File: src/design/status_ind_pkg.sv
// Purpose: shared constants and types of the two-axis status indicator
// Assumes: 100 MHz clock, 32-bit register words at byte addresses
// Notes: window defaults are in rpm or pulses, as the comparators see them
package status_ind_pkg;

    // clock and flash timing
    localparam int CLK_HZ = 100_000_000;
    localparam int BLINK_MS = 250;
    localparam int BLINK_CYC = BLINK_MS * (CLK_HZ / 1000);
    localparam int BLINK_W = 25;

    // register byte addresses
    localparam logic [7:0] ADDR_CTRL = 8'h00;
    localparam logic [7:0] ADDR_SPD_WIN = 8'h04;
    localparam logic [7:0] ADDR_POS_WIN = 8'h08;
    localparam logic [7:0] ADDR_ROT_THR = 8'h0c;
    localparam logic [7:0] ADDR_VIEW = 8'h10;
    localparam logic [7:0] ADDR_IRQ_STAT = 8'h14;
    localparam logic [7:0] ADDR_IRQ_MASK = 8'h18;

    // reset values
    localparam logic [15:0] SPD_WIN_RST = 16'h000a;
    localparam logic [15:0] POS_WIN_RST = 16'h000a;
    localparam logic [15:0] ROT_THR_RST = 16'h0014;
    localparam logic [3:0] IRQ_MASK_RST = 4'h0;

    // torque above rated by 10 percent: torque * 10 > rated * 11
    localparam logic [3:0] TRQ_NUM = 4'hb;
    localparam logic [3:0] TRQ_DEN = 4'ha;

    // field positions
    localparam int CTRL_MODE_LSB = 0;
    localparam int VIEW_TEXT_LSB = 9;
    localparam int VIEW_NUM_LSB = 12;
    localparam int IRQ_ALM_A = 0;
    localparam int IRQ_ALM_B = 1;
    localparam int IRQ_PWR_LOST = 2;
    localparam int IRQ_OVERTRAVEL = 3;

    typedef enum logic [1:0] {
        MODE_SPEED,
        MODE_TORQUE,
        MODE_POSITION
    } ctrl_mode_t;

    typedef enum logic [2:0] {
        TXT_BOTH_OFF,
        TXT_A_ON,
        TXT_B_ON,
        TXT_A_OVERTRAVEL,
        TXT_B_OVERTRAVEL,
        TXT_A_ALARM,
        TXT_B_ALARM
    } text_code_t;

    typedef struct packed {
        logic servo_on;
        logic fwd_prohibit;
        logic rev_prohibit;
        logic alarm;
        logic [7:0] alarm_num;
        logic signed [15:0] speed;
        logic signed [15:0] cmd_speed;
        logic signed [15:0] pos_err;
        logic signed [15:0] torque;
        logic [15:0] rated_torque;
    } axis_in_t;

endpackage

File: src/design/status_indicator.sv
// Purpose: nine bit indicators and a text code for a two-axis drive panel
// Assumes: axis inputs come from logic on i_ref_clk; key and clear are pins
// Notes: registers on a plain strobe port, read data one cycle later
//
// The plain strobed port and the address map are this design's own decisions.
module status_indicator #(
    parameter int BLINK_CYCLES = status_ind_pkg::BLINK_CYC
) (
    // clock and reset
    input logic i_ref_clk,
    input logic i_arst_n,
    // register port
    input logic [7:0] i_addr,
    input logic [31:0] i_wdata,
    input logic i_wr,
    input logic i_rd,
    output logic [31:0] o_rdata,
    // axis conditions
    input status_ind_pkg::axis_in_t i_axis_a,
    input status_ind_pkg::axis_in_t i_axis_b,
    input logic i_main_power_ready,
    // panel
    input logic i_status_mode,
    input logic i_set_key,
    input logic i_alarm_clear_input_n,
    // display
    output logic [8:0] o_ind,
    output status_ind_pkg::text_code_t o_text,
    output logic [7:0] o_alarm_num,
    // interrupt
    output logic o_irq
);

    localparam int BLINK_W_L = status_ind_pkg::BLINK_W;
    localparam logic [BLINK_W_L-1:0] BLINK_LAST = BLINK_W_L'(BLINK_CYCLES - 1);

    logic rst_n;
    logic [1:0] pins_q;
    logic key_prev;
    logic clr_prev;
    logic clr_evt;
    status_ind_pkg::ctrl_mode_t mode;
    logic [15:0] spd_win;
    logic [15:0] pos_win;
    logic [15:0] rot_thr;
    logic [3:0] irq_stat;
    logic [3:0] irq_mask;
    logic [3:0] irq_evt;
    logic [BLINK_W_L-1:0] blink_cnt;
    logic blink_en;
    logic blink;
    logic alm_a;
    logic alm_b;
    logic [7:0] num_a;
    logic [7:0] num_b;
    logic pwr_prev;
    logic ot_prev;
    logic pos_mode;
    logic a_within;
    logic a_over;
    logic b_within;
    logic b_over;
    logic signed [15:0] a_meas;
    logic signed [15:0] a_ref;
    logic [15:0] a_win;
    logic [8:0] next_ind;
    status_ind_pkg::text_code_t next_text;
    logic [7:0] next_num;

    // reset release and pin synchronisers
    sync2 #(.W(1)) u_rst_sync (
        .i_ref_clk(i_ref_clk),
        .i_arst_n(i_arst_n),
        .i_d(1'b1),
        .o_q(rst_n)
    );

    sync2 #(.W(2)) u_pin_sync (
        .i_ref_clk(i_ref_clk),
        .i_arst_n(rst_n),
        .i_d({i_set_key, ~i_alarm_clear_input_n}),
        .o_q(pins_q)
    );

    always_ff @(posedge i_ref_clk or negedge rst_n) begin
        if (!rst_n) begin
            key_prev <= 1'b0;
            clr_prev <= 1'b0;
        end else begin
            key_prev <= pins_q[1];
            clr_prev <= pins_q[0];
        end
    end

    // a key press only clears while the panel shows status
    assign clr_evt = (pins_q[1] & ~key_prev & i_status_mode)
                   | (pins_q[0] & ~clr_prev);

    // register writes
    always_ff @(posedge i_ref_clk or negedge rst_n) begin
        if (!rst_n) begin
            mode <= status_ind_pkg::MODE_SPEED;
            spd_win <= status_ind_pkg::SPD_WIN_RST;
            pos_win <= status_ind_pkg::POS_WIN_RST;
            rot_thr <= status_ind_pkg::ROT_THR_RST;
            irq_mask <= status_ind_pkg::IRQ_MASK_RST;
        end else if (i_wr) begin
            case (i_addr)
                status_ind_pkg::ADDR_CTRL: begin
                    mode <= status_ind_pkg::ctrl_mode_t'(
                        i_wdata[status_ind_pkg::CTRL_MODE_LSB +: 2]);
                end
                status_ind_pkg::ADDR_SPD_WIN: spd_win <= i_wdata[15:0];
                status_ind_pkg::ADDR_POS_WIN: pos_win <= i_wdata[15:0];
                status_ind_pkg::ADDR_ROT_THR: rot_thr <= i_wdata[15:0];
                status_ind_pkg::ADDR_IRQ_MASK: irq_mask <= i_wdata[3:0];
                default: ;
            endcase
        end
    end

    // register reads, answered in the following cycle
    always_ff @(posedge i_ref_clk or negedge rst_n) begin
        if (!rst_n) begin
            o_rdata <= 32'h0000_0000;
        end else if (i_rd) begin
            case (i_addr)
                status_ind_pkg::ADDR_CTRL: o_rdata <= {30'h0, mode};
                status_ind_pkg::ADDR_SPD_WIN: o_rdata <= {16'h0, spd_win};
                status_ind_pkg::ADDR_POS_WIN: o_rdata <= {16'h0, pos_win};
                status_ind_pkg::ADDR_ROT_THR: o_rdata <= {16'h0, rot_thr};
                status_ind_pkg::ADDR_VIEW: o_rdata <= {12'h0, o_alarm_num, o_text, o_ind};
                status_ind_pkg::ADDR_IRQ_STAT: o_rdata <= {28'h0, irq_stat};
                status_ind_pkg::ADDR_IRQ_MASK: o_rdata <= {28'h0, irq_mask};
                default: o_rdata <= 32'h0000_0000;
            endcase
        end else begin
            o_rdata <= 32'h0000_0000;
        end
    end

    // flash rate divider
    always_ff @(posedge i_ref_clk or negedge rst_n) begin
        if (!rst_n) begin
            blink_cnt <= '0;
            blink <= 1'b0;
        end else if (blink_en) begin
            blink_cnt <= '0;
            blink <= ~blink;
        end else begin
            blink_cnt <= blink_cnt + 1'b1;
        end
    end

    assign blink_en = blink_cnt == BLINK_LAST;

    // alarm latches; a raised alarm wins over a clear in the same cycle
    always_ff @(posedge i_ref_clk or negedge rst_n) begin
        if (!rst_n) begin
            alm_a <= 1'b0;
            alm_b <= 1'b0;
            num_a <= 8'h00;
            num_b <= 8'h00;
        end else begin
            if (i_axis_a.alarm) begin
                alm_a <= 1'b1;
                num_a <= i_axis_a.alarm_num;
            end else if (clr_evt) begin
                alm_a <= 1'b0;
            end
            if (i_axis_b.alarm) begin
                alm_b <= 1'b1;
                num_b <= i_axis_b.alarm_num;
            end else if (clr_evt) begin
                alm_b <= 1'b0;
            end
        end
    end

    // axis A compares position error in position mode, speed otherwise
    assign pos_mode = mode == status_ind_pkg::MODE_POSITION;
    assign a_meas = pos_mode ? i_axis_a.pos_err : i_axis_a.speed;
    assign a_ref = pos_mode ? 16'sh0000 : i_axis_a.cmd_speed;
    assign a_win = pos_mode ? pos_win : spd_win;

    axis_compare u_cmp_a (
        .i_meas(a_meas),
        .i_ref(a_ref),
        .i_window(a_win),
        .i_torque(i_axis_a.torque),
        .i_rated(i_axis_a.rated_torque),
        .o_within(a_within),
        .o_over_torque(a_over)
    );

    axis_compare u_cmp_b (
        .i_meas(i_axis_b.speed),
        .i_ref(i_axis_b.cmd_speed),
        .i_window(rot_thr),
        .i_torque(i_axis_b.torque),
        .i_rated(i_axis_b.rated_torque),
        .o_within(b_within),
        .o_over_torque(b_over)
    );

    // indicator and text selection
    always_comb begin
        next_ind[0] = i_axis_a.servo_on;
        next_ind[1] = a_within;
        next_ind[2] = a_over;
        next_ind[3] = (i_axis_a.fwd_prohibit & i_axis_a.rev_prohibit) ? blink
                    : i_axis_a.fwd_prohibit;
        next_ind[4] = i_axis_b.servo_on;
        next_ind[5] = b_over;
        next_ind[6] = b_within;
        next_ind[7] = (i_axis_b.fwd_prohibit & i_axis_b.rev_prohibit) ? blink
                    : i_axis_b.fwd_prohibit;
        next_ind[8] = i_main_power_ready;
        next_num = 8'h00;
        if (alm_a) begin
            next_text = status_ind_pkg::TXT_A_ALARM;
            next_num = num_a;
        end else if (alm_b) begin
            next_text = status_ind_pkg::TXT_B_ALARM;
            next_num = num_b;
        end else if (i_axis_a.fwd_prohibit | i_axis_a.rev_prohibit) begin
            next_text = status_ind_pkg::TXT_A_OVERTRAVEL;
        end else if (i_axis_b.fwd_prohibit | i_axis_b.rev_prohibit) begin
            next_text = status_ind_pkg::TXT_B_OVERTRAVEL;
        end else if (i_axis_a.servo_on) begin
            next_text = status_ind_pkg::TXT_A_ON;
        end else if (i_axis_b.servo_on) begin
            next_text = status_ind_pkg::TXT_B_ON;
        end else begin
            next_text = status_ind_pkg::TXT_BOTH_OFF;
        end
    end

    always_ff @(posedge i_ref_clk or negedge rst_n) begin
        if (!rst_n) begin
            o_ind <= 9'h000;
            o_text <= status_ind_pkg::TXT_BOTH_OFF;
            o_alarm_num <= 8'h00;
        end else begin
            o_ind <= next_ind;
            o_text <= next_text;
            o_alarm_num <= next_num;
        end
    end

    // interrupt events: alarm latched, supply lost, overtravel entered
    always_ff @(posedge i_ref_clk or negedge rst_n) begin
        if (!rst_n) begin
            pwr_prev <= 1'b0;
            ot_prev <= 1'b0;
        end else begin
            pwr_prev <= i_main_power_ready;
            ot_prev <= next_ind[3] | next_ind[7] | i_axis_a.rev_prohibit
                     | i_axis_b.rev_prohibit;
        end
    end

    always_comb begin
        irq_evt = 4'h0;
        irq_evt[status_ind_pkg::IRQ_ALM_A] = i_axis_a.alarm & ~alm_a;
        irq_evt[status_ind_pkg::IRQ_ALM_B] = i_axis_b.alarm & ~alm_b;
        irq_evt[status_ind_pkg::IRQ_PWR_LOST] = pwr_prev & ~i_main_power_ready;
        irq_evt[status_ind_pkg::IRQ_OVERTRAVEL] = ~ot_prev
            & (i_axis_a.fwd_prohibit | i_axis_a.rev_prohibit
               | i_axis_b.fwd_prohibit | i_axis_b.rev_prohibit);
    end

    // write one to clear; a new event in the same cycle keeps its bit set
    always_ff @(posedge i_ref_clk or negedge rst_n) begin
        if (!rst_n) begin
            irq_stat <= 4'h0;
        end else if (i_wr && i_addr == status_ind_pkg::ADDR_IRQ_STAT) begin
            irq_stat <= (irq_stat & ~i_wdata[3:0]) | irq_evt;
        end else begin
            irq_stat <= irq_stat | irq_evt;
        end
    end

    assign o_irq = |(irq_stat & irq_mask);

    // checks
    property p_a_on;
        @(posedge i_ref_clk) disable iff (!rst_n)
        i_axis_a.servo_on |=> o_ind[0];
    endproperty
    a_a_on: assert property (p_a_on) else $error("axis A on lamp dark");

    property p_b_on;
        @(posedge i_ref_clk) disable iff (!rst_n)
        !i_axis_b.servo_on |=> !o_ind[4];
    endproperty
    a_b_on: assert property (p_b_on) else $error("axis B on lamp lit");

    property p_spd_match;
        @(posedge i_ref_clk) disable iff (!rst_n)
        (!pos_mode && i_axis_a.speed == i_axis_a.cmd_speed && spd_win != 16'h0)
        |=> o_ind[1];
    endproperty
    a_spd_match: assert property (p_spd_match) else $error("speed match lamp dark");

    property p_pos_done;
        @(posedge i_ref_clk) disable iff (!rst_n)
        (pos_mode && i_axis_a.pos_err == 16'sh0000 && pos_win != 16'h0 &&
         i_axis_a.speed != i_axis_a.cmd_speed) |=> o_ind[1];
    endproperty
    a_pos_done: assert property (p_pos_done) else $error("position lamp dark");

    property p_limit_fwd;
        @(posedge i_ref_clk) disable iff (!rst_n)
        (i_axis_a.fwd_prohibit && !i_axis_a.rev_prohibit) |=> o_ind[3];
    endproperty
    a_limit_fwd: assert property (p_limit_fwd) else $error("forward limit lamp");

    property p_limit_flash;
        @(posedge i_ref_clk) disable iff (!rst_n)
        (i_axis_b.fwd_prohibit && i_axis_b.rev_prohibit) |=> o_ind[7] == $past(blink);
    endproperty
    a_limit_flash: assert property (p_limit_flash) else $error("limit flash");

    property p_power;
        @(posedge i_ref_clk) disable iff (!rst_n)
        $fell(i_main_power_ready) |-> ##1 !o_ind[8];
    endproperty
    a_power: assert property (p_power) else $error("supply lamp lit");

    property p_both_off;
        @(posedge i_ref_clk) disable iff (!rst_n)
        (!alm_a && !alm_b && !i_axis_a.servo_on && !i_axis_b.servo_on &&
         !i_axis_a.fwd_prohibit && !i_axis_a.rev_prohibit &&
         !i_axis_b.fwd_prohibit && !i_axis_b.rev_prohibit)
        |=> o_text == status_ind_pkg::TXT_BOTH_OFF;
    endproperty
    a_both_off: assert property (p_both_off) else $error("both off code");

    property p_alarm_first;
        @(posedge i_ref_clk) disable iff (!rst_n)
        i_axis_a.alarm ##1 1'b1 |=> o_text == status_ind_pkg::TXT_A_ALARM;
    endproperty
    a_alarm_first: assert property (p_alarm_first) else $error("alarm code");

    property p_clear;
        @(posedge i_ref_clk) disable iff (!rst_n)
        (clr_evt && !i_axis_a.alarm && !i_axis_b.alarm) |=> !alm_a && !alm_b;
    endproperty
    a_clear: assert property (p_clear) else $error("alarm not cleared");

endmodule

File: src/design/sync2.sv
// Purpose: two flip-flop synchroniser for levels from outside the clock
// Assumes: async active-low reset, resets to zero
// Notes: first stage is read by the second stage only
module sync2 #(
    parameter int W = 1
) (
    // clock and reset
    input logic i_ref_clk,
    input logic i_arst_n,
    // data
    input logic [W-1:0] i_d,
    output logic [W-1:0] o_q
);

    logic [W-1:0] meta;

    always_ff @(posedge i_ref_clk or negedge i_arst_n) begin
        if (!i_arst_n) begin
            meta <= '0;
            o_q <= '0;
        end else begin
            meta <= i_d;
            o_q <= meta;
        end
    end

endmodule

File: src/design/axis_compare.sv
// Purpose: window comparison and torque overload check for one axis
// Assumes: signed 16-bit operands, unsigned window
// Notes: purely combinational
module axis_compare (
    // window check
    input logic signed [15:0] i_meas,
    input logic signed [15:0] i_ref,
    input logic [15:0] i_window,
    // torque check
    input logic signed [15:0] i_torque,
    input logic [15:0] i_rated,
    // results
    output logic o_within,
    output logic o_over_torque
);

    logic signed [16:0] diff;
    logic [16:0] mag;
    logic [15:0] trq_mag;
    logic [19:0] trq_scaled;
    logic [19:0] rated_scaled;

    always_comb begin
        diff = 17'(i_meas) - 17'(i_ref);
        mag = diff[16] ? 17'(-diff) : 17'(diff);
        o_within = mag < {1'b0, i_window};
        trq_mag = i_torque[15] ? 16'(-i_torque) : 16'(i_torque);
        trq_scaled = 20'(trq_mag) * 20'(status_ind_pkg::TRQ_DEN);
        rated_scaled = 20'(i_rated) * 20'(status_ind_pkg::TRQ_NUM);
        o_over_torque = trq_scaled > rated_scaled;
    end

endmodule

File: config.mk
export PLATFORM = sky130hd
export DESIGN_NAME = status_indicator
export DESIGN_NICKNAME = d
export VERILOG_FILES = /design/src/design/status_ind_pkg.sv /design/src/design/status_indicator.sv /design/src/design/sync2.sv /design/src/design/axis_compare.sv
export SDC_FILE = /design/constraint.sdc
export NUM_CORES = 1
export LEC_CHECK = 0
export BUFFER_PORTS_ARGS = -buffer_cell sky130_fd_sc_hd__buf_4
export CAP_MARGIN = 20
export CELL_PAD_IN_SITES_DETAIL_PLACEMENT = 1
export CELL_PAD_IN_SITES_GLOBAL_PLACEMENT = 1
export CORE_MARGIN = 10
export CORE_UTILIZATION = 41
export DETAILED_ROUTE_END_ITERATION = 6
export MAX_ROUTING_LAYER = met4
export PLACE_DENSITY = 0.82
export RECOVER_POWER = 25
export SETUP_SLACK_MARGIN = 0.5
export SLEW_MARGIN = 20
export SYNTH_ARGS = -nofsm -noshare
export SYNTH_HDL_FRONTEND = slang
export SYNTH_HIERARCHICAL = 1
export SYNTH_SLANG_ARGS = --single-unit
File: constraint.sdc
create_clock -name i_ref_clk -period 8.47 [get_ports i_ref_clk]
set_input_delay 2.541 -clock i_ref_clk [delete_from_list [all_inputs] [get_ports i_ref_clk]]
set_output_delay 2.541 -clock i_ref_clk [all_outputs]
set_load 0.03 [all_outputs]
==> results.py <==
metrics = {
    "power": {
        "p_leak_nw": 9.41,
        "ir_worst_vdd_v": 0.0000807,
        "total_power_mw": 3.11,
        "power_density_nw_per_um2": 165,
    },
    "routing": {
        "drt_wl_total_mm": 47.0,
        "drt_iter0_drc": 558,
        "dr.pass1.iters": 4,
        "wl_per_cell_um": 18.5,
        "via_count": 13800,
        "vias_per_cell": 5.44,
        "post-route-drc-count": 0,
        "antenna_left": 0,
    },
    "timing": {
        "tightest_slew_ns": 3.53,
        "setup_violations": 0,
        "relSlewSlack": -1.35,
        "finalMaxSlewViolations": 65,
        "timing.hold.ws_ns": 0.296,
        "max_freq_mhz": 145,
        "fin_skew_ns": 0.0122,
        "rsz0062_at_grt": "no",
        "fin_crit_sh": 0.815,
        "hold_violations": 0,
        "tns_ns": 0,
        "period_minus_slack_ns": 6.90,
    },
    "layout": {
        "finish.net_count": 2488,
        "final_cell_area_um2": 18800,
        "drive_above_1_share": 0.212,
        "syn_to_final_growth_pct": 17.3,
    },
    "global_route": {
        "track_usage": 0.201,
        "grt_pass1_vias": 15200,
        "grt_max_degree": 70,
        "overflow": 0,
        "grt_pass1_wl_mm": 76.7,
        "antenna_found_initial": 2,
    },
    "setup_path": {
        "timing.rr.start": "mode[0]",
        "crit_family": "compound AO/OA/AOI/OAI gates",
        "reg2reg_slack_ns": 2.83,
        "endpoint_kind": "flip-flop",
        "reg2reg_to": "o_ind[1]",
        "arrival_ns": 7.20,
        "critPathBufInv": 2,
        "cp_cell_sequence": "buf_4 -> inv_1 -> ha_1 -> nor3b_1 -> nand2b_1 -> xnor2_1 -> ha_1 -> ha_1 -> a21o_1 -> a21o_1 -> a2111oi_0 -> o21ai_0 -> o21a_1 -> o21a_1 -> nor2_1 -> xnor2_1 -> ha_1 -> nand4_1 -> or4_1 -> o41ai_1 -> a31oi_1",
        "path_max_fanout": 5,
        "r2r_cells": 19,
        "cpMostUsedCell": "ha_1",
        "worstPathRequired_ns": 8.77,
        "critPathLaunchType": "primary input",
        "slowest_stage": "or4_1",
        "worst-setup-path-type": "in2reg",
        "cpPeakStageDelay_ns": 0.56,
    },
    "run": {
        "cap_violations": 1,
    },
    "place": {
        "placed_area_um2": 18300,
        "dp_hpwl_mm": 38.0,
        "port_buffers": 240,
        "gp_congestion": 0.844,
    },
    "synth": {
        "syn_area_um2": 16100,
        "synth_seq_cells": 151,
        "synth_cells": 1782,
        "synth_edf_count": 0,
        "ys_warn_count": 6,
        "async_flop_share": 1.00,
        "ys_seq_area_frac": 0.236,
        "synth-main-ff-cell": "dfrtp_1",
        "synth.avg_cell_area_um2": 9.01,
        "yosysUniqueCellTypes": 86,
    },
    "floorplan": {
        "die-area_um2": 47500,
        "fp.dieH_um": 218,
        "num_rows": 72,
        "io_pins": 285,
        "core_area_um2": 38600,
        "initial_core_util": 0.415,
        "die_x_um": 218,
    },
    "run_status": {
        "run_status": "finished, violations left",
        "violations": "capacitance limit, slew limit",
    },
    "cts": {
        "cts_buffers": 17,
        "cts.path.max_buffers": 2,
        "cts_tree": "built",
        "root_buffer": "clkbuf_16",
        "htreeDepth": 4,
        "cts_sinks": 151,
        "post_cts_resized": 0,
        "hold_buffers": 0,
        "insertion_delay_ns": 0.43,
        "clk_pin_slew_worst_paths_ns": 0.07,
        "post-cts-setup-buffer-count": 0,
    },
    "min_path": {
        "hold_class": "reg2async",
    },
}
==> flip-flops by register name, summed over array words and instances, names as in the netlist, 2 cells and up <==
register / flops
spd_win: 16
num_a: 8
o_alarm_num: 8
o_rdata: 20
num_b: 8
rot_thr: 16
irq_stat: 4
mode: 2
u_pin_sync/o_q: 2
blink_cnt: 25
o_text: 3
o_ind: 9
irq_mask: 4
u_pin_sync/meta: 2
pos_win: 16
==> cells in the mapped netlist, drive strengths merged (14+ instances only) <==
cell	number	area, um2
mux2	117	1390
and2	28	176
fa	30	601
a21o	41	308
nand2	95	357
nand4	17	113
or3	17	116
o21a	16	120
a21oi	91	459
a31oi	14	87.6
ha	223	2790
nor3	20	126
o21ai	67	335
a22o	19	166
inv	246	923
dfrtp	145	3630
and3	16	101
xor2	52	455
nand3	34	195
clkbuf	24	91.3
o31ai	20	150
buf	28	205
xnor2	113	990
nor2	94	353
nand2b	24	150
==> worst reg2reg max path, stage by stage, from the launching register on <==
cell      delay (ns)
dfrtp_1         0.37
nand2b_2        0.43
buf_4           0.40
mux2_2          0.40
ha_1            0.40
and3_2          0.22
a221oi_2        0.09
o211a_1         0.26
o31a_2          0.35
o31ai_1         0.69
nor2_1          0.14
xnor2_1         0.22
ha_1            0.28
a21o_1          0.16
a21o_1          0.18
a211oi_1        0.24
a311oi_1        0.10
o31ai_1         0.27
and3b_1         0.21
o41a_1          0.17
==> placed cells by master, fill, tap and decap left out, types with 9 or more instances in the layout <==
cell type,synthesis,final
inv_1,246,246
buf_4,16,242
ha_1,223,223
dfrtp_1,145,145
xnor2_1,113,113
mux2_2,97,97
nand2_1,95,95
nor2_1,94,94
a21oi_1,90,90
o21ai_0,65,65
xor2_1,52,52
a21o_1,41,41
nand3_1,32,32
fa_1,30,30
and2_1,27,26
nand2b_1,24,23
o31ai_1,20,20
mux2_4,20,20
a22o_1,19,19
clkbuf_16,0,17
nand4_1,16,16
nor3_1,16,16
o21a_1,16,16
and3_1,15,15
or3_1,15,15
a31oi_1,14,14
conb_1,2,13
nor3b_1,12,12
nor2b_1,12,12
o41ai_1,10,10
a22oi_1,9,9
or4_1,9,9
o21bai_1,9,9
a211oi_1,9,9
o22ai_1,9,9
==> kinds of logic after synthesis <==
kind of cell    count (synthesis)  share of synthesized area
xor+xnor                      165                     0.0900
mux                           124                     0.0911
buf+inv                       298                     0.0760
simple gates                  419                      0.140
fa+ha+maj                     253                      0.211
flops                         151                      0.236
compound gates                370                      0.155
other cells                     2                   0.000468
==> metrics by stage <==
stage / utilization / cells / setup slack, ns
5_1_grt: 0.487 / 2536 / 1.02
6_report: 0.487 / 2536 / 1.57
3_5_place_dp: 0.473 / 2502 / 1.12
2_1_floorplan: - / 1793 / 1.82
4_1_cts: 0.487 / 2534 / 1.56
3_3_place_gp: 0.473 / 2502 / 1.18
==> worst max path at each step <==
stage / startpoint / endpoint / slack, ns / cells after the start
after floorplan: i_axis_b[17] / o_ind[5] / 1.82 / 21
after CTS: i_axis_b[17] / o_ind[5] / 1.56 / 20
after global routing: i_axis_b[17] / o_ind[5] / 1.02 / 20
after detailed placement: i_axis_b[17] / o_ind[5] / 1.12 / 20
final: i_axis_b[16] / o_ind[5] / 1.57 / 21
after global placement: i_axis_b[17] / o_ind[5] / 1.18 / 20
==> metal layers <==
metal	part of all wire	wire, um	global-route usage
met1	0.43	20000	0.230
met2	0.52	24200	0.356
met3	0.038	1810	0.0309
met4	0.020	948	0.0569
met5	0	0	-
==> final cells by class <==
class | instances | area (um2)
Timing Repair Buffer | 243 | 1820
Fill cell | 4549 | 19800
Multi-Input combinational cell | 1344 | 11100
Sequential cell | 151 | 3790
Antenna cell | 2 | 5.00
Inverter | 246 | 923
Clock inverter | 13 | 124
Clock buffer | 19 | 433
Tap cell | 518 | 648
==> report_power, final <==
group | switching, mW | internal [mW]
registers | 0.0400 | 0.761
clock network | 0.326 | 0.408
logic | 0.857 | 0.720
total | 1.22 | 1.89
No activity file was read; power rests on OpenSTA's default activity.
